### src/hw/obl_consts.vh
// constants for the option bit loader and trim access block
// assumes byte-wide flash reads and a 32-bit register bus
`ifndef OBL_CONSTS_VH
`define OBL_CONSTS_VH
// ************************************
// register indices (byte address = index * 4)
// ************************************
`define OBL_IDX_TRIM_INDEX 12'hff6
`define OBL_IDX_TRIM_VALUE 12'hff7
`define OBL_IDX_PAGE_SELECT 12'hff9
`define OBL_IDX_STATUS 12'hffc
`define OBL_BYTE_ADDR(i) {18'h00000, i, 2'b00}
// ************************************
// reset values
// ************************************
`define OBL_RST_TRIM_INDEX 8'h00
`define OBL_RST_PAGE_SELECT 8'h00
`define OBL_RST_OPTION 8'hff
// ************************************
// option byte fields
// ************************************
`define OBL_BIT_WDT_ACTION 7
`define OBL_BIT_WDT_ALWAYS_ON 6
`define OBL_OSC_SEL_HI 5
`define OBL_OSC_SEL_LO 4
`define OBL_BIT_BROWNOUT_AO 3
`define OBL_BIT_READ_PROTECT 2
`define OBL_BIT_WRITE_PROTECT 0
`define OBL_BIT_XTAL_OFF 4
`define OBL_BIT_INFO_EN 7
`define OBL_BIT_STAT_BUSY 0
`define OBL_BIT_STAT_WDT_RUN 1
// ************************************
// flash locations and counts
// ************************************
`define OBL_FLASH_OPT_A 16'h0000
`define OBL_FLASH_OPT_B 16'h0001
`define OBL_FLASH_TRIM_BASE 16'h0020
`define OBL_TRIM_COUNT 6'd32
`define OBL_LOAD_LAST 6'd33
`define OBL_INFO_WIN_BASE 16'hfe00
`define OBL_RESP_OKAY 2'b00
`define OBL_RESP_SLVERR 2'b10
`endif

### src/hw/obl_top.v
// option bit loader with trim index/data access over AXI4-Lite
// assumes flash data valid the cycle after FLASH_RD; cpu waits on CPU_RUN
// Functional notes
// reload options on every reset or recovery
// option changes act only after reload
// load finishes before cpu is released
// holding registers have no bus address
// option bytes at program addresses zero, one
// page zero erase gives erased defaults
// index then data write updates trim
// index then data read returns trim
// 32 trim bytes from info 20..3F
// trim writes are working copies only
// no path alters factory trim permanently
// bit 7 picks interrupt or reset
// always-on zero runs watchdog unstoppably
// always-on one starts on instruction
// two-bit oscillator mode select
// brown-out off in stop unless always-on
// read protect limits debugger when zero
// write protect blocks user program/erase
// erased all-ones bytes give defaults
// crystal runs during reset when zero
// calibration read via program load only
// serial number untouched by mass erase
// info enable maps page at FE00-FFFF
// index above 1F is ignored
// index held across data accesses
//
// The AXI4-Lite slave port was decided locally.
`timescale 1ns/1ns
`include "obl_consts.vh"
module obl_top #(
  parameter XTAL_SETTLE_CYC = 16
) (
  input wire SYS_CLK,
  input wire ARST_N,
  input wire [31:0] S_AXI_AWADDR,
  input wire S_AXI_AWVALID,
  output wire S_AXI_AWREADY,
  input wire [31:0] S_AXI_WDATA,
  input wire [3:0] S_AXI_WSTRB,
  input wire S_AXI_WVALID,
  output wire S_AXI_WREADY,
  output wire [1:0] S_AXI_BRESP,
  output wire S_AXI_BVALID,
  input wire S_AXI_BREADY,
  input wire [31:0] S_AXI_ARADDR,
  input wire S_AXI_ARVALID,
  output wire S_AXI_ARREADY,
  output wire [31:0] S_AXI_RDATA,
  output wire [1:0] S_AXI_RRESP,
  output wire S_AXI_RVALID,
  input wire S_AXI_RREADY,
  input wire SYS_RESET_REQ,
  input wire STOP_RECOVERY,
  input wire STOP_MODE,
  output wire FLASH_RD,
  output wire FLASH_INFO,
  output wire [15:0] FLASH_ADDR,
  input wire [7:0] FLASH_RDATA,
  output wire CPU_RUN,
  input wire WDT_START,
  input wire WDT_TIMEOUT,
  output wire WDT_RUN,
  output wire WDT_IRQ_REQ,
  output wire WDT_SYS_RESET,
  output wire [1:0] OSC_SELECT,
  output wire BROWNOUT_EN,
  output wire DBG_FULL_ACCESS,
  output wire USER_FLASH_WR_EN,
  output wire DBG_MASS_ERASE_EN,
  output wire XTAL_EN,
  input wire [15:0] CPU_PM_ADDR,
  output wire INFO_PAGE_SEL
);
  // ************************************
  // declarations
  // ************************************
  localparam [1:0] L_ISSUE = 2'd0, L_WAIT = 2'd1, L_CAPT = 2'd2, L_SETTLE = 2'd3;
  localparam [2:0] SEL_NONE = 3'd0, SEL_INDEX = 3'd1, SEL_VALUE = 3'd2, SEL_PAGE = 3'd3;
  localparam [2:0] SEL_STAT = 3'd4;
  localparam [31:0] XTAL_CNT_FULL = XTAL_SETTLE_CYC;
  localparam [15:0] XTAL_CNT_MAX = XTAL_CNT_FULL[15:0];
  reg [1:0] lstate_q, lstate_d;
  reg [5:0] ptr_q, ptr_d;
  reg run_q, run_d, flash_rd_q, flash_rd_d, flash_info_q, flash_info_d, xtal_q, xtal_d;
  reg [15:0] settle_q, settle_d, flash_addr_q, flash_addr_d;
  reg [7:0] opt_a_q, opt_a_d, opt_b_q, opt_b_d;
  reg bo_en_q, info_sel_q, aw_q, w_q, bvalid_q, wstrb0_q, rpend_q, rvalid_q;
  reg [7:0] index_q, page_q, wbyte_q;
  reg [31:0] awaddr_q, rdata_q;
  reg [1:0] bresp_q, rresp_q;
  reg [2:0] rsel_q;
  wire restart, do_write, index_ok, bus_trim_we, ld_trim_we, mem_we;
  wire [2:0] wsel;
  wire [4:0] mem_waddr;
  wire [7:0] mem_wdata, mem_rdata;
  // single decode shared by the write and read paths
  function [2:0] reg_sel;
    input [31:0] a;
    begin
      // option holding registers not decoded
      case (a)
        `OBL_BYTE_ADDR(`OBL_IDX_TRIM_INDEX): reg_sel = SEL_INDEX;
        `OBL_BYTE_ADDR(`OBL_IDX_TRIM_VALUE): reg_sel = SEL_VALUE;
        `OBL_BYTE_ADDR(`OBL_IDX_PAGE_SELECT): reg_sel = SEL_PAGE;
        `OBL_BYTE_ADDR(`OBL_IDX_STATUS): reg_sel = SEL_STAT;
        default: reg_sel = SEL_NONE;
      endcase
    end
  endfunction

  // ************************************
  // option loader
  // ************************************
  // reset, system reset, stop recovery reload
  assign restart = SYS_RESET_REQ || STOP_RECOVERY;
  always @* begin
    lstate_d = lstate_q;
    ptr_d = ptr_q;
    run_d = run_q;
    settle_d = settle_q;
    flash_rd_d = 1'b0;
    flash_info_d = flash_info_q;
    flash_addr_d = flash_addr_q;
    opt_a_d = opt_a_q;
    opt_b_d = opt_b_q;
    xtal_d = 1'b0;
    if (restart) begin
      lstate_d = L_ISSUE;
      ptr_d = 6'd0;
      run_d = 1'b0;
      settle_d = 16'h0000;
    end else if (!run_q) begin
      case (lstate_q)
        L_ISSUE: begin
          flash_rd_d = 1'b1;
          // user bytes at program 0000, 0001
          if (ptr_q == 6'd0) begin
            flash_info_d = 1'b0;
            flash_addr_d = `OBL_FLASH_OPT_A;
          end else if (ptr_q == 6'd1) begin
            flash_info_d = 1'b0;
            flash_addr_d = `OBL_FLASH_OPT_B;
          end else begin
            // trim bytes from info 20..3F
            flash_info_d = 1'b1;
            flash_addr_d = `OBL_FLASH_TRIM_BASE + {10'h000, ptr_q - 6'd2};
          end
          lstate_d = L_WAIT;
        end
        L_WAIT: begin
          lstate_d = L_CAPT;
        end
        L_CAPT: begin
          // holding registers change only here
          // erased flash reads ff, giving defaults
          if (ptr_q == 6'd0) begin
            opt_a_d = FLASH_RDATA;
          end else if (ptr_q == 6'd1) begin
            opt_b_d = FLASH_RDATA;
          end
          if (ptr_q == `OBL_LOAD_LAST) begin
            lstate_d = L_SETTLE;
          end else begin
            ptr_d = ptr_q + 6'd1;
            lstate_d = L_ISSUE;
          end
        end
        L_SETTLE: begin
          // crystal on during reset lengthens it
          if (!opt_b_q[`OBL_BIT_XTAL_OFF] && settle_q != XTAL_CNT_MAX) begin
            xtal_d = 1'b1;
            settle_d = settle_q + 16'h0001;
          end else begin
            // cpu released only after full load
            run_d = 1'b1;
          end
        end
        default: begin
          lstate_d = L_ISSUE;
        end
      endcase
    end
  end

  always @(posedge SYS_CLK or negedge ARST_N) begin
    if (!ARST_N) begin
      lstate_q <= L_ISSUE;
      ptr_q <= 6'd0;
      run_q <= 1'b0;
      settle_q <= 16'h0000;
      flash_rd_q <= 1'b0;
      flash_info_q <= 1'b0;
      flash_addr_q <= `OBL_FLASH_OPT_A;
      // erased defaults until first load
      opt_a_q <= `OBL_RST_OPTION;
      opt_b_q <= `OBL_RST_OPTION;
      xtal_q <= 1'b0;
    end else begin
      lstate_q <= lstate_d;
      ptr_q <= ptr_d;
      run_q <= run_d;
      settle_q <= settle_d;
      flash_rd_q <= flash_rd_d;
      flash_info_q <= flash_info_d;
      flash_addr_q <= flash_addr_d;
      opt_a_q <= opt_a_d;
      opt_b_q <= opt_b_d;
      xtal_q <= xtal_d;
    end
  end

  // ************************************
  // trim store
  // ************************************
  // flash only read here, never written
  // serial bytes outside trim range, untouched
  assign ld_trim_we = !run_q && !restart && lstate_q == L_CAPT && ptr_q > 6'd1;
  // out-of-range index drops the write
  assign index_ok = index_q < {2'b00, `OBL_TRIM_COUNT};
  // data write goes to indexed byte
  assign bus_trim_we = do_write && wsel == SEL_VALUE && wstrb0_q && index_ok;
  // reload overwrites working copies
  assign mem_we = ld_trim_we || bus_trim_we;
  assign mem_waddr = ld_trim_we ? (ptr_q[4:0] - 5'd2) : index_q[4:0];
  assign mem_wdata = ld_trim_we ? FLASH_RDATA : wbyte_q;
  obl_trim_mem #(.DEPTH_LOG2(5), .WIDTH(8)) u_mem (.clk(SYS_CLK), .we(mem_we),
    .waddr(mem_waddr), .wdata(mem_wdata), .raddr(index_q[4:0]), .rdata_q(mem_rdata));

  // ************************************
  // register write path
  // ************************************
  assign S_AXI_AWREADY = !aw_q;
  assign S_AXI_WREADY = !w_q;
  assign do_write = aw_q && w_q && !bvalid_q;
  assign wsel = reg_sel(awaddr_q);

  always @(posedge SYS_CLK or negedge ARST_N) begin
    if (!ARST_N) begin
      aw_q <= 1'b0;
      w_q <= 1'b0;
      bvalid_q <= 1'b0;
      awaddr_q <= 32'h00000000;
      wbyte_q <= 8'h00;
      wstrb0_q <= 1'b0;
      bresp_q <= `OBL_RESP_OKAY;
      index_q <= `OBL_RST_TRIM_INDEX;
      page_q <= `OBL_RST_PAGE_SELECT;
    end else begin
      // address and data may arrive in either order
      if (S_AXI_AWVALID && !aw_q) begin
        aw_q <= 1'b1;
        awaddr_q <= S_AXI_AWADDR;
      end
      if (S_AXI_WVALID && !w_q) begin
        w_q <= 1'b1;
        wbyte_q <= S_AXI_WDATA[7:0];
        wstrb0_q <= S_AXI_WSTRB[0];
      end
      if (do_write) begin
        aw_q <= 1'b0;
        w_q <= 1'b0;
        bvalid_q <= 1'b1;
        bresp_q <= (wsel == SEL_NONE) ? `OBL_RESP_SLVERR : `OBL_RESP_OKAY;
        // index changes only by its own write
        if (wsel == SEL_INDEX && wstrb0_q) begin
          index_q <= wbyte_q;
        end
        if (wsel == SEL_PAGE && wstrb0_q) begin
          page_q <= wbyte_q;
        end
      end else if (bvalid_q && S_AXI_BREADY) begin
        bvalid_q <= 1'b0;
      end
    end
  end

  assign S_AXI_BVALID = bvalid_q;
  assign S_AXI_BRESP = bresp_q;
  // ************************************
  // register read path
  // ************************************
  // one wait cycle lets the store output follow a fresh index
  assign S_AXI_ARREADY = !rpend_q && !rvalid_q;

  always @(posedge SYS_CLK or negedge ARST_N) begin
    if (!ARST_N) begin
      rpend_q <= 1'b0;
      rvalid_q <= 1'b0;
      rsel_q <= SEL_NONE;
      rdata_q <= 32'h00000000;
      rresp_q <= `OBL_RESP_OKAY;
    end else begin
      if (S_AXI_ARVALID && S_AXI_ARREADY) begin
        rpend_q <= 1'b1;
        rsel_q <= reg_sel(S_AXI_ARADDR);
      end else if (rpend_q) begin
        rpend_q <= 1'b0;
        rvalid_q <= 1'b1;
        rresp_q <= (rsel_q == SEL_NONE) ? `OBL_RESP_SLVERR : `OBL_RESP_OKAY;
        case (rsel_q)
          SEL_INDEX: begin
            rdata_q <= {24'h000000, index_q};
          end
          SEL_VALUE: begin
            // data read returns indexed byte
            // bad index reads as zero
            rdata_q <= index_ok ? {24'h000000, mem_rdata} : 32'h00000000;
          end
          SEL_PAGE: begin
            rdata_q <= {24'h000000, page_q};
          end
          SEL_STAT: begin
            rdata_q <= {30'h00000000, WDT_RUN, !run_q};
          end
          default: begin
            rdata_q <= 32'h00000000;
          end
        endcase
      end else if (rvalid_q && S_AXI_RREADY) begin
        rvalid_q <= 1'b0;
      end
    end
  end
  assign S_AXI_RVALID = rvalid_q;
  assign S_AXI_RDATA = rdata_q;
  assign S_AXI_RRESP = rresp_q;

  // ************************************
  // watchdog
  // ************************************
  obl_wdt_ctl u_wdt (.clk(SYS_CLK), .arst_n(ARST_N), .restart(restart || !run_q),
    .loaded(run_q), .always_on_n(opt_a_q[`OBL_BIT_WDT_ALWAYS_ON]),
    .action_reset(opt_a_q[`OBL_BIT_WDT_ACTION]), .start(WDT_START), .timeout(WDT_TIMEOUT),
    .run_q(WDT_RUN), .irq_q(WDT_IRQ_REQ), .sys_rst_q(WDT_SYS_RESET));
  // ************************************
  // decoded options and info window
  // ************************************
  always @(posedge SYS_CLK or negedge ARST_N) begin
    if (!ARST_N) begin
      bo_en_q <= 1'b1;
      info_sel_q <= 1'b0;
    end else begin
      // brown-out off in stop unless always-on
      bo_en_q <= !(STOP_MODE && !opt_a_q[`OBL_BIT_BROWNOUT_AO]);
      // info page at top of program space
      // calibration reached only via this window
      info_sel_q <= page_q[`OBL_BIT_INFO_EN] && CPU_PM_ADDR >= `OBL_INFO_WIN_BASE;
    end
  end
  assign CPU_RUN = run_q;
  assign FLASH_RD = flash_rd_q;
  assign FLASH_INFO = flash_info_q;
  assign FLASH_ADDR = flash_addr_q;
  assign XTAL_EN = xtal_q;
  assign BROWNOUT_EN = bo_en_q;
  assign INFO_PAGE_SEL = info_sel_q;
  // oscillator mode straight from field
  assign OSC_SELECT = opt_a_q[`OBL_OSC_SEL_HI:`OBL_OSC_SEL_LO];
  // zero limits debugger access
  assign DBG_FULL_ACCESS = opt_a_q[`OBL_BIT_READ_PROTECT];
  // zero blocks user program and erase
  assign USER_FLASH_WR_EN = opt_a_q[`OBL_BIT_WRITE_PROTECT];
  // debugger mass erase stays available either way
  assign DBG_MASS_ERASE_EN = 1'b1;
endmodule // obl_top

### src/hw/obl_trim_mem.v
// trim working-value store, one write port, registered read
// assumes a single clock; contents undefined until first load
`timescale 1ns/1ns
module obl_trim_mem #(
  parameter DEPTH_LOG2 = 5,
  parameter WIDTH = 8
) (
  input wire clk,
  input wire we,
  input wire [DEPTH_LOG2-1:0] waddr,
  input wire [WIDTH-1:0] wdata,
  input wire [DEPTH_LOG2-1:0] raddr,
  output reg [WIDTH-1:0] rdata_q
);
  reg [WIDTH-1:0] mem [0:(1<<DEPTH_LOG2)-1];

  // ************************************
  // storage
  // ************************************
  // no async reset: contents are always reloaded from flash before use
  always @(posedge clk) begin
    if (we) begin
      mem[waddr] <= wdata;
    end
    rdata_q <= mem[raddr];
  end
endmodule // obl_trim_mem

### src/hw/obl_wdt_ctl.v
// watchdog enable and timeout routing from the loaded option bits
// assumes timeout is a one-cycle pulse from the watchdog counter
`timescale 1ns/1ns
module obl_wdt_ctl (
  input wire clk,
  input wire arst_n,
  input wire restart,
  input wire loaded,
  input wire always_on_n,
  input wire action_reset,
  input wire start,
  input wire timeout,
  output reg run_q,
  output reg irq_q,
  output reg sys_rst_q
);
  // ************************************
  // enable
  // ************************************
  always @(posedge clk or negedge arst_n) begin
    if (!arst_n) begin
      run_q <= 1'b0;
      irq_q <= 1'b0;
      sys_rst_q <= 1'b0;
    end else begin
      // only reset or stop recovery stops
      if (restart) begin
        run_q <= 1'b0;
      // always on, no way to stop
      end else if (loaded && !always_on_n) begin
        run_q <= 1'b1;
      // started by instruction
      end else if (loaded && start) begin
        run_q <= 1'b1;
      end
      // timeout action select
      irq_q <= timeout && run_q && !action_reset;
      sys_rst_q <= timeout && run_q && action_reset;
    end
  end
endmodule // obl_wdt_ctl

### config.mk
export PLATFORM = sky130hd
export DESIGN_NAME = obl_top
export DESIGN_NICKNAME = d
export VERILOG_FILES = /design/src/hw/obl_top.v /design/src/hw/obl_trim_mem.v /design/src/hw/obl_wdt_ctl.v
export VERILOG_INCLUDE_DIRS = /design/src /design/src/hw
export SDC_FILE = /design/constraint.sdc
export NUM_CORES = 1
export LEC_CHECK = 0
export BUFFER_PORTS_ARGS = -buffer_cell sky130_fd_sc_hd__buf_2
export CELL_PAD_IN_SITES_DETAIL_PLACEMENT = 0
export CELL_PAD_IN_SITES_GLOBAL_PLACEMENT = 1
export CORE_UTILIZATION = 51
export CTS_BUF_LIST = sky130_fd_sc_hd__clkbuf_2
export DETAILED_ROUTE_END_ITERATION = 10
export PLACE_DENSITY_LB_ADDON = 0.1
export SYNTH_ARGS = -nofsm -noshare
export SYNTH_HDL_FRONTEND = slang
export SYNTH_HIERARCHICAL = 1
export SYNTH_SLANG_ARGS = --single-unit
### constraint.sdc
create_clock -name SYS_CLK -period 4.3 [get_ports SYS_CLK]
set_input_delay 0.43 -clock SYS_CLK [delete_from_list [all_inputs] [get_ports SYS_CLK]]
set_output_delay 0.43 -clock SYS_CLK [all_outputs]
set_load 0.02 [all_outputs]
# [After elaboration in Yosys (flattened, before gate mapping)]
# Memories as Yosys holds them, arrays and structs flattened. A register that Yosys moved wholly into a read port is not among the register bits.
# Cells that the tools add are included.
[op_classes] add_sub_neg=5 order_cmp=3 n_eq_ne=23 mux=49 bitwise=4 reduce_logical=62
[op_table] operator="$eq A32 B14 Y1 const B" n=8
[op_table] operator="$mux W16" n=4
[op_table] operator="$pmux W8 S4" n=1
[op_table] operator="$mux W1" n=27
[op_table] operator="$logic_and A1 B1 Y1" n=24
[op_table] operator="$mux W6" n=4
[op_table] operator="$pmux W3 S4" n=2
[op_table] operator="$add A16 B1 Y16 const B" n=1
[op_table] operator="$ge A16 B16 Y1 const B" n=1
[op_table] operator="$mux W8" n=2
[op_table] operator="$ne A16 B5 Y1 const B" n=1
[op_table] operator="$mux W7" n=2
[op_table] operator="$reduce_bool A2 Y1" n=7
[op_table] operator="$eq A3 B2 Y1 const B" n=4
[op_table] operator="$logic_not A1 Y1" n=12
[op_table] operator="$mux W2" n=5
[op_table] operator="$reduce_and A2 Y1" n=5
[op_table] operator="$reduce_and A3 Y1" n=3
[op_table] operator="$lt A8 B6 Y1 const B" n=1
[op_table] operator="$add A6 B6 Y7 const A" n=1
[op_table] operator="$add A6 B1 Y6 const B" n=1
[op_table] operator="$eq A3 B1 Y1 const B" n=2
[op_table] operator="$eq A6 B1 Y1 const B" n=1
[op_table] operator="$eq A6 B6 Y1 const B" n=1
[op_table] operator="19 further kinds" n=26
[word_totals] reg_bits=163 ram_bits=256 input_bits=136 wordCells=176 n_memories=1
[memory_table] memory="u_mem.mem" depth=32 word_bits=8 rd=1 rd_clocked_by_memory_dff=1 write_ports=1 line="obl_trim_mem.v:15" text="reg [WIDTH-1:0] mem [0:(1<<DEPTH_LOG2)-1];"

# [Longest topological paths before layout]
# Gate-level depths: netlist of the first run.
[depth] ltp_word=9 ltp_mapped=11 ltp_nobuf=9

# [Hierarchy]
# The synthesis of the first run kept the hierarchy.
[modules_own_cells] mod="obl_trim_mem" instances=1 cells_each=417 area_per_inst_um2=10053.4 seq_area_each_um2=7847.5
[modules_own_cells] mod="obl_top" instances=1 cells_each=543 area_per_inst_um2=6043.3 seq_area_each_um2=3014.1
[modules_own_cells] mod="obl_wdt_ctl" instances=1 cells_each=9 area_per_inst_um2=116.4 seq_area_each_um2=75.1

# [Worst setup path after synthesis of the first run]
# OpenSTA, ideal clock, no wires.
[synth_timing] path_type="reg2reg" from="register ptr_q[4]" to="memory u_mem.mem[19][0] (enable)" setup_ps=370 arrival_time_ps=2714 slack_ps=1215 stages_incl_launch_ff=9 n_path_buf=2 cell_sequence="dfrtp_1 > clkbuf_2 > or4_4 > o211ai_4 > buf_6 > nand2_1 > o21ai_0 > or3b_2 > nor2_1"
[synth_between] elab_cells_between_ends=7 cone_classes="add/sub (1); order compare (1); mux (3); reduce/logical (2)"
[synth_lines] element="from (decl)" line="obl_top.v:86" text="reg [5:0] ptr_q, ptr_d;"
[synth_lines] element="from (signal assigned)" line="obl_top.v:203" text="ptr_q <= ptr_d;"
[synth_lines] element="$gt A6 B1 Y1" line="obl_top.v:220" text="assign ld_trim_we = !run_q && !restart && lstate_q == L_CAPT && ptr_q > 6'd1;"
[synth_lines] element="$logic_and A1 B1 Y1" line="obl_top.v:220"
[synth_lines] element="$mux W5 *" line="obl_top.v:227" text="assign mem_waddr = ld_trim_we ? (ptr_q[4:0] - 5'd2) : index_q[4:0];"
[synth_lines] element="named net mem_waddr[4]" line="obl_top.v:97" text="wire [4:0] mem_waddr;"
[synth_lines] element="to (decl)" line="obl_trim_mem.v:15"
# The timed path passes the listed nets; every way through them passes the cells marked *.

# [Worst setup path after layout of the first run]
[layout_timing] from="register awaddr_q[19]" to="memory u_mem.mem[28][6] (enable)"
[layout_between] elab_chain_cells=9 elab_cells_between_ends=12 cone_classes="eq/ne (5); mux (3); reduce/logical (4)"
[layout_lines] element="from (decl)" line="obl_top.v:92" text="reg [31:0] awaddr_q, rdata_q;"
[layout_lines] element="from (signal assigned)" line="obl_top.v:245" text="awaddr_q <= 32'h00000000;"
[layout_lines] element="from (signal assigned)" line="obl_top.v:255" text="awaddr_q <= S_AXI_AWADDR;"
[layout_lines] element="$eq A32 B14 Y1" line="obl_top.v:104" text="case (a)"
[layout_lines] element="$pmux W3 S4 *" line="obl_top.v:104"
[layout_lines] element="$eq A3 B2 Y1 *" line="obl_top.v:224" text="assign bus_trim_we = do_write && wsel == SEL_VALUE && wstrb0_q && index_ok;"
[layout_lines] element="$logic_and A1 B1 Y1 * (3 in a row)" line="obl_top.v:224"
[layout_lines] element="$logic_or A1 B1 Y1 *" line="obl_top.v:226" text="assign mem_we = ld_trim_we || bus_trim_we;"
[layout_lines] element="named net mem_we" line="obl_top.v:95" text="wire restart, do_write, index_ok, bus_trim_we, ld_trim_we, mem_we;"
[layout_lines] element="$mux W1 *" line="obl_trim_mem.v:22" text="if (we) begin"
[layout_lines] element="$mux W1 (not written as such) *" line="obl_trim_mem.v:23" text="mem[waddr] <= wdata;"
# Marked as above.

==> out/results.tsv, run 1 <==
stage	metric	value	unit
clocking	TritonCTS clock tree	done	
clocking	Clock transition at path regs	0.11	ns
synth	Synth Instances	969	
sta	Final Cycle Share	84.3	%
setup_path	CP startpoint kind	flip-flop	
cells_and_area	share of cells above drive strength 1	39.7	%
clocking	root buf cell	clkbuf_2	
detailed_routing	via/cell ratio	5.37	
power_and_ir_drop	Psw	2.23	mW
worst_hold_path	Hold Crit Class	in2reg	
detailed_routing	drc violations	0	
synth	post-synthesis compound-gate area fraction	2.92	%
synth	most frequent cells after synthesis	edfxtp_1, dfrtp_1, mux2_2, mux4_2, nor2_1	
setup_path	CP endpoint kind	flip-flop	
detailed_routing	via count	9357	
power_and_ir_drop	worst vdd ir	0.000324	V
synth	Synth Area in XOR/XNOR	0.810	%
synth	top-area cell type share of the netlist area	47.4	%
synth	synth top area cells	edfxtp_1, dfrtp_1, mux4_2	
setup_path	delay-heaviest family, CP	simple AND/OR/NAND/NOR gates	
setup_path	CP Max Fanout	8	
power_and_ir_drop	part of the power in registers	57.8	%
synth	FF+latch count, synth	387	
clocking	number of clock sinks	387	
sta	max_slew headroom	33.8	%
synth	post-synthesis mux area share	17.4	%
synth	post-synthesis sequential area ratio	67.5	%
place	DP Area	17400	um^2
synth	Post-synth ARST share	31.8	%
setup_path	WP data arrival	4.16	ns
worst_hold_path	Worst Hold Path Cells	3	
clocking	worst skew pair latency	0.91	ns
clocking	Resize count post-CTS	0	
clocking	H-tree levels	3	
floorplan	Floorplan Core Area	30900	um^2
job	number of max-cap violations	0	
grt	largest net degree at the start of global routing	77	
setup_path	CP cell instances	nor4_1, nand4_2, or2_2, o21ai_0, or3b_2, nor2_1	
run_status	status	finished clean	
clocking	total CTS buffers	94	
place	Placer Congestion	0.780	
synth	Mapped Area	16200	um^2
cells_and_area	area grow syn2layout	17.1	%
sta	Setup TNS	0	ns
sta	Fin. Hold Viols	0	
detailed_routing	Starting DRT DRC Count	552	
floorplan	I/O pin total	207	
floorplan	DIE AREA	32500	um^2
synth	Post-Synth Simple-Gate Area	6.97	%
sta	actual slew at the worst max-slew pin	0.994	ns
detailed_routing	drt pass-1 iters	4	
setup_path	Critical Path Stages	6	
grt	grt total ovfl	0	
setup_path	Worst Path Buf+Inv	0	
synth	most numerous cell in the Yosys netlist	edfxtp_1	
cells_and_area	final instance area	19000	um^2
power_and_ir_drop	cell internal pwr	5.97	mW
setup_path	crit-path max cell delay	0.64	ns
power_and_ir_drop	Clock Power Share	29.9	%
setup_path	Setup Crit Path Kind	reg2reg	
floorplan	Initial Utilization	52.5	%
floorplan	std cell rows	64	
sta	# setup viols final	0	
power_and_ir_drop	pwr dens	432	nW/um^2
detailed_routing	Final ANT Viol Nets	0	
sta	Setup Skew	0.0710	ns
cells_and_area	Nets	1418	
setup_path	cell at the slowest stage of the critical path	or3b_2	
clocking	Post-CTS Setup Inserts	0	
detailed_routing	Detailed Route WL	34500	um
place	dpl hpwl	21600	um
grt	GRT Util Overall	22.2	%
synth	top_reg_cell synth	edfxtp_1	
grt	first-pass GRT wire length	55000	um
sta	Fmax	276	MHz
sta	final slew viol count	0	
power_and_ir_drop	Sw Share	27.2	%
clocking	CTS max path bufs	3	
grt	vias in the first global route	9769	
synth	Avg Inst Size Synth	16.7	um^2
synth	largest family of logic cells by synthesized area	multiplexers	
floorplan	Die X	180	um
synth	Synth area leader	edfxtp_1	
synth	adder-cell share of the synthesized area	0.849	%
place	I/O Buffers	134	
synth	number of flops mapped to enable cells by yosys	256	
sta	Final Critical Period	3.63	ns
setup_path	reg2reg path depth	6	
power_and_ir_drop	Logic pwr share	12.4	%
synth	synth warn	6	
clocking	CTS Hold Bufs	71	
setup_path	data required time of the critical path	4.83	ns
synth	Unique masters post-synth	64	
detailed_routing	WL/cell	19.8	um
power_and_ir_drop	Static Leakage	7.27	nW
floorplan	die height	180	um
grt	initial antenna violation count	1	
sta	RSZ-0062 raised after global routing	no	
[worst reg2reg max path, cell delays in order, from the launching register on]
cell     delay, ns
dfrtp_1       0.38
nor4_1        0.51
nand4_2       0.29
or2_2         0.36
o21ai_0       0.54
or3b_2        0.64
nor2_1        0.58
[metrics by stage]
| stage | hold WS, ns | worst slack [ns] | cells | utilization (%) | power, mW |
|---|---|---|---|---|---|
| 2_1_floorplan | 0.134 | 1.22 | 1003 | - | 5.40 |
| 3_3_place_gp | 0.461 | 0.697 | 1500 | 56.3 | 5.77 |
| 3_5_place_dp | 0.466 | 0.631 | 1500 | 56.3 | 5.81 |
| 4_1_cts | 0.0869 | 0.654 | 1740 | 61.4 | 8.34 |
| 5_1_grt | 0.132 | 0.416 | 1741 | 61.4 | 8.66 |
| 6_report | 0.183 | 0.674 | 1741 | 61.4 | 8.20 |
[registers in the layout, indices dropped and copies added, names as in the netlist, 2 cells and up]
signal,flops
rsel_q,3
page_q,8
wbyte_q,8
FLASH_ADDR,7
opt_a_q,7
index_q,8
lstate_q,2
settle_q,16
u_mem/mem,256
u_mem/rdata_q,8
awaddr_q,32
S_AXI_RDATA,8
ptr_q,6
[per-layer routing]
layer	GRT usage [%]	part of all wire (%)	wire length, um
met1	31.1	46	15800
met4	8.00	2.1	731
met2	34.6	47	16300
met3	4.57	4.8	1670
met5	0	0	0
[path summary, 6_finish.rpt]
check,startpoint,endpoint,slack (ns)
hold reg to reg,FLASH_ADDR[2],FLASH_ADDR[2],0.48
min in group asynchronous,ARST_N,S_AXI_RVALID,0.21
setup / recovery,awaddr_q[19],u_mem/mem[28][6],0.67
hold / removal,STOP_RECOVERY,CPU_RUN,0.18
setup reg to reg,awaddr_q[19],u_mem/mem[28][6],0.67
max in group asynchronous,ARST_N,opt_a_q[4],3.05
[kinds of logic (layout without fill, tap and decap cells)]
group | after synthesis | count (layout)
buffers and inverters | 104 | 445
multiplexers | 172 | 172
AO/OA/AOI/OAI | 73 | 73
adder cells (fa/ha/maj) | 11 | 11
AND/OR/NAND/NOR | 205 | 205
XOR/XNOR | 15 | 15
other | 2 | 37
flip-flops | 387 | 387
[power by group through the flow]
stage          logic, mW  registers, mW  clock network, mW
6_report            1.02           4.74               2.45
5_1_grt             1.13           4.78               2.75
4_1_cts             1.04           4.74               2.56
3_5_place_dp       0.994           4.82                  0
3_3_place_gp       0.954           4.81                  0
2_1_floorplan      0.636           4.77                  0
[cells in the final DEF (no fill, tap or decap), drive strengths merged, types with 5 or more instances in the layout]
cell type	instances
inv	27
dfxtp	8
o31ai	6
nand3b	7
o22ai	9
dfrtp	114
conb	36
or3	6
nand3	11
xnor2	10
nand2	31
nor2b	5
ha	11
dfstp	9
edfxtp	256
nand4	10
mux2	81
clkinv	14
mux4	80
a21oi	17
o21ai	20
xor2	5
nor3	9
and3	6
nor3b	5
dlygate4sd3	71
nor2	77
buf	179
clkbuf	151
mux2i	11
nor4	15
[final cells by class]
| cell class | count | area, um^2 |
|---|---|---|
| sequential | 387 | 10900 |
| clock buffer | 151 | 756 |
| antenna | 1 | 2.50 |
| fill | 2447 | 11900 |
| tap | 396 | 495 |
| timing repair buffer | 250 | 1730 |
| inverter | 26 | 97.6 |
| clock inverter | 18 | 133 |
| multi-input combinational | 512 | 4830 |
Power figures use the tool's default switching activity.
==> run 2, diff against run 1 <==
clock period = 3.8 ns   (was 4.3 ns; I/O delays follow)
==> out/results.tsv, run 2 (synthesis results as in run 1) <==
stage	metric	value	unit
grt	initial antenna violation count	1	
grt	largest net degree at the start of global routing	60	
cells_and_area	Nets	1427	
setup_path	cell at the slowest stage of the critical path	or4_4	
power_and_ir_drop	pwr dens	490	nW/um^2
cells_and_area	commonest non-fill, non-tap cells in the layout	edfxtp_1, clkbuf_2, buf_2	
cells_and_area	# fillers	2430	
power_and_ir_drop	cell internal pwr	6.81	mW
detailed_routing	Starting DRT DRC Count	475	
setup_path	Worst Path Buf+Inv	2	
setup_path	data required time of the critical path	4.39	ns
power_and_ir_drop	Static Leakage	7.33	nW
power_and_ir_drop	worst vdd ir	0.000332	V
power_and_ir_drop	part of the power in registers	57.3	%
cells_and_area	area grow syn2layout	17.8	%
setup_path	delay-heaviest family, CP	simple AND/OR/NAND/NOR gates	
setup_path	crit-path max cell delay	0.57	ns
worst_hold_path	Hold Crit Class	in2async	
clocking	Resize count post-CTS	0	
grt	first-pass GRT wire length	55200	um
sta	Final Cycle Share	87.0	%
cells_and_area	area of the multi-input gates	4830	um^2
sta	max_slew headroom	28.6	%
setup_path	Reg2Reg Capture Point	u_mem/mem[17][5]	
detailed_routing	Detailed Route WL	35000	um
clocking	H-tree levels	3	
setup_path	CP cell instances	or4_4, o211ai_4, o21ai_0, buf_4, or3b_2, nor2_1, buf_4	
detailed_routing	drc violations	0	
sta	Setup Skew	0.0810	ns
sta	actual slew at the worst max-slew pin	1.06	ns
sta	final slew viol count	0	
floorplan	die height	180	um
cells_and_area	FF/Latch Area	10900	um^2
grt	grt total ovfl	0	
setup_path	Worst Setup SP	ptr_q[2]	
power_and_ir_drop	Psw	2.55	mW
floorplan	std cell rows	64	
floorplan	Initial Utilization	52.5	%
grt	vias in the first global route	9708	
power_and_ir_drop	Clock Power Share	30.3	%
setup_path	Setup Crit Path Kind	reg2reg	
detailed_routing	Final ANT Viol Nets	0	
place	I/O Buffers	134	
setup_path	most used cell, CP	buf_4	
cells_and_area	max reg flops	256	
setup_path	CP endpoint kind	flip-flop	
floorplan	Floorplan Core Area	30900	um^2
clocking	total CTS buffers	97	
sta	Setup TNS	0	ns
cells_and_area	Biggest register	u_mem/mem	
cells_and_area	biggest regs	u_mem/mem x256, awaddr_q x32, settle_q x16	
sta	Fin. Hold Viols	0	
clocking	Clock transition at path regs	0.12	ns
setup_path	setup slack, reg-to-reg	0.50	ns
run_status	status	finished clean	
detailed_routing	WL/cell	19.9	um
floorplan	Die X	180	um
floorplan	I/O pin total	207	
sta	RSZ-0062 raised after global routing	no	
power_and_ir_drop	overall power	9.36	mW
clocking	root buf cell	clkbuf_2	
cells_and_area	share of cells above drive strength 1	40.0	%
detailed_routing	via count	9328	
clocking	TritonCTS clock tree	done	
floorplan	DIE AREA	32500	um^2
power_and_ir_drop	Sw Share	27.3	%
setup_path	WP data arrival	3.90	ns
clocking	worst skew pair latency	0.94	ns
sta	Final Critical Period	3.30	ns
place	Placer Congestion	0.783	
detailed_routing	via/cell ratio	5.31	
job	number of max-cap violations	0	
sta	# setup viols final	0	
setup_path	CP startpoint kind	flip-flop	
power_and_ir_drop	Logic pwr share	12.4	%
setup_path	RR Startpoint	ptr_q[2]	
place	dpl hpwl	21900	um
cells_and_area	most common cell after layout, fill and taps aside	edfxtp_1	
setup_path	CP Max Fanout	14	
grt	GRT Util Overall	22.3	%
setup_path	reg2reg path depth	7	
detailed_routing	drt pass-1 iters	7	
clocking	CTS max path bufs	3	
sta	Fmax	303	MHz
clocking	number of clock sinks	387	
-- run 2: cell count changes in the layout (fill, tap and decap cells not counted), sizes merged --
cell,change
inv,-1
clkbuf,+8
clkinv,+1
clkinvlp,+1
diode,+1
buf,+6
-- run 2: metrics by stage --
stage | utilization, % | std cells | hold WS, ns | cell area, um^2 | setup slack (ns)
after floorplan | - | 1003 | 0.0844 | 16300 | 0.715
after global placement | 56.5 | 1506 | 0.462 | 17500 | 0.557
after detailed placement | 56.5 | 1506 | 0.466 | 17500 | 0.548
after CTS | 61.8 | 1755 | 0.0209 | 19100 | 0.505
after global routing | 61.8 | 1757 | 0.0701 | 19100 | 0.400
final | 61.8 | 1757 | 0.105 | 19100 | 0.495
-- run 2: power groups by stage --
stage | Clock [mW] | Combinational, mW | Sequential, mW
final | 2.84 | 1.16 | 5.36
after floorplan | 0 | 0.720 | 5.39
after global placement | 0 | 1.08 | 5.45
after CTS | 2.97 | 1.18 | 5.37
after global routing | 3.18 | 1.27 | 5.41
after detailed placement | 0 | 1.13 | 5.46
-- run 2: per-layer routing --
metal / track usage (%) / vias up / routed length [um] / share of wire (%)
met3: 4.49 / 58 / 1740 / 5.0
met1: 30.8 / 4631 / 15800 / 45
met4: 7.62 / 0 / 695 / 2.0
met2: 35.6 / 280 / 16800 / 48
li1: - / 4359 / - / -
met5: 0 / - / 0 / 0
-- run 2: timing repair --
item,CTS,global route
hold buffers,71,0
setup buffers,0,0
endpoints found under the hold margin,120,0
-- run 2: cell type report --
type | instances | share of cell area (%)
clock inverters | 19 | 0.688
flip-flops and latches | 387 | 57.3
well taps | 396 | 2.59
diodes | 2 | 0.0262
repair buffers | 256 | 9.44
clock buffers | 159 | 4.17
inverters | 26 | 0.511
multi-input cells | 512 | 25.3
-- run 2: worst max path at each step --
stage                             to  slack [ns]  cells past startpoint
floorplan           u_mem/mem[19][0]        0.72                      8
global placement    u_mem/mem[19][0]        0.56                      7
detailed placement  u_mem/mem[17][2]        0.55                      7
CTS                 u_mem/mem[17][7]        0.50                      7
global route        u_mem/mem[18][4]        0.40                      7
finish              u_mem/mem[17][5]        0.50                      7
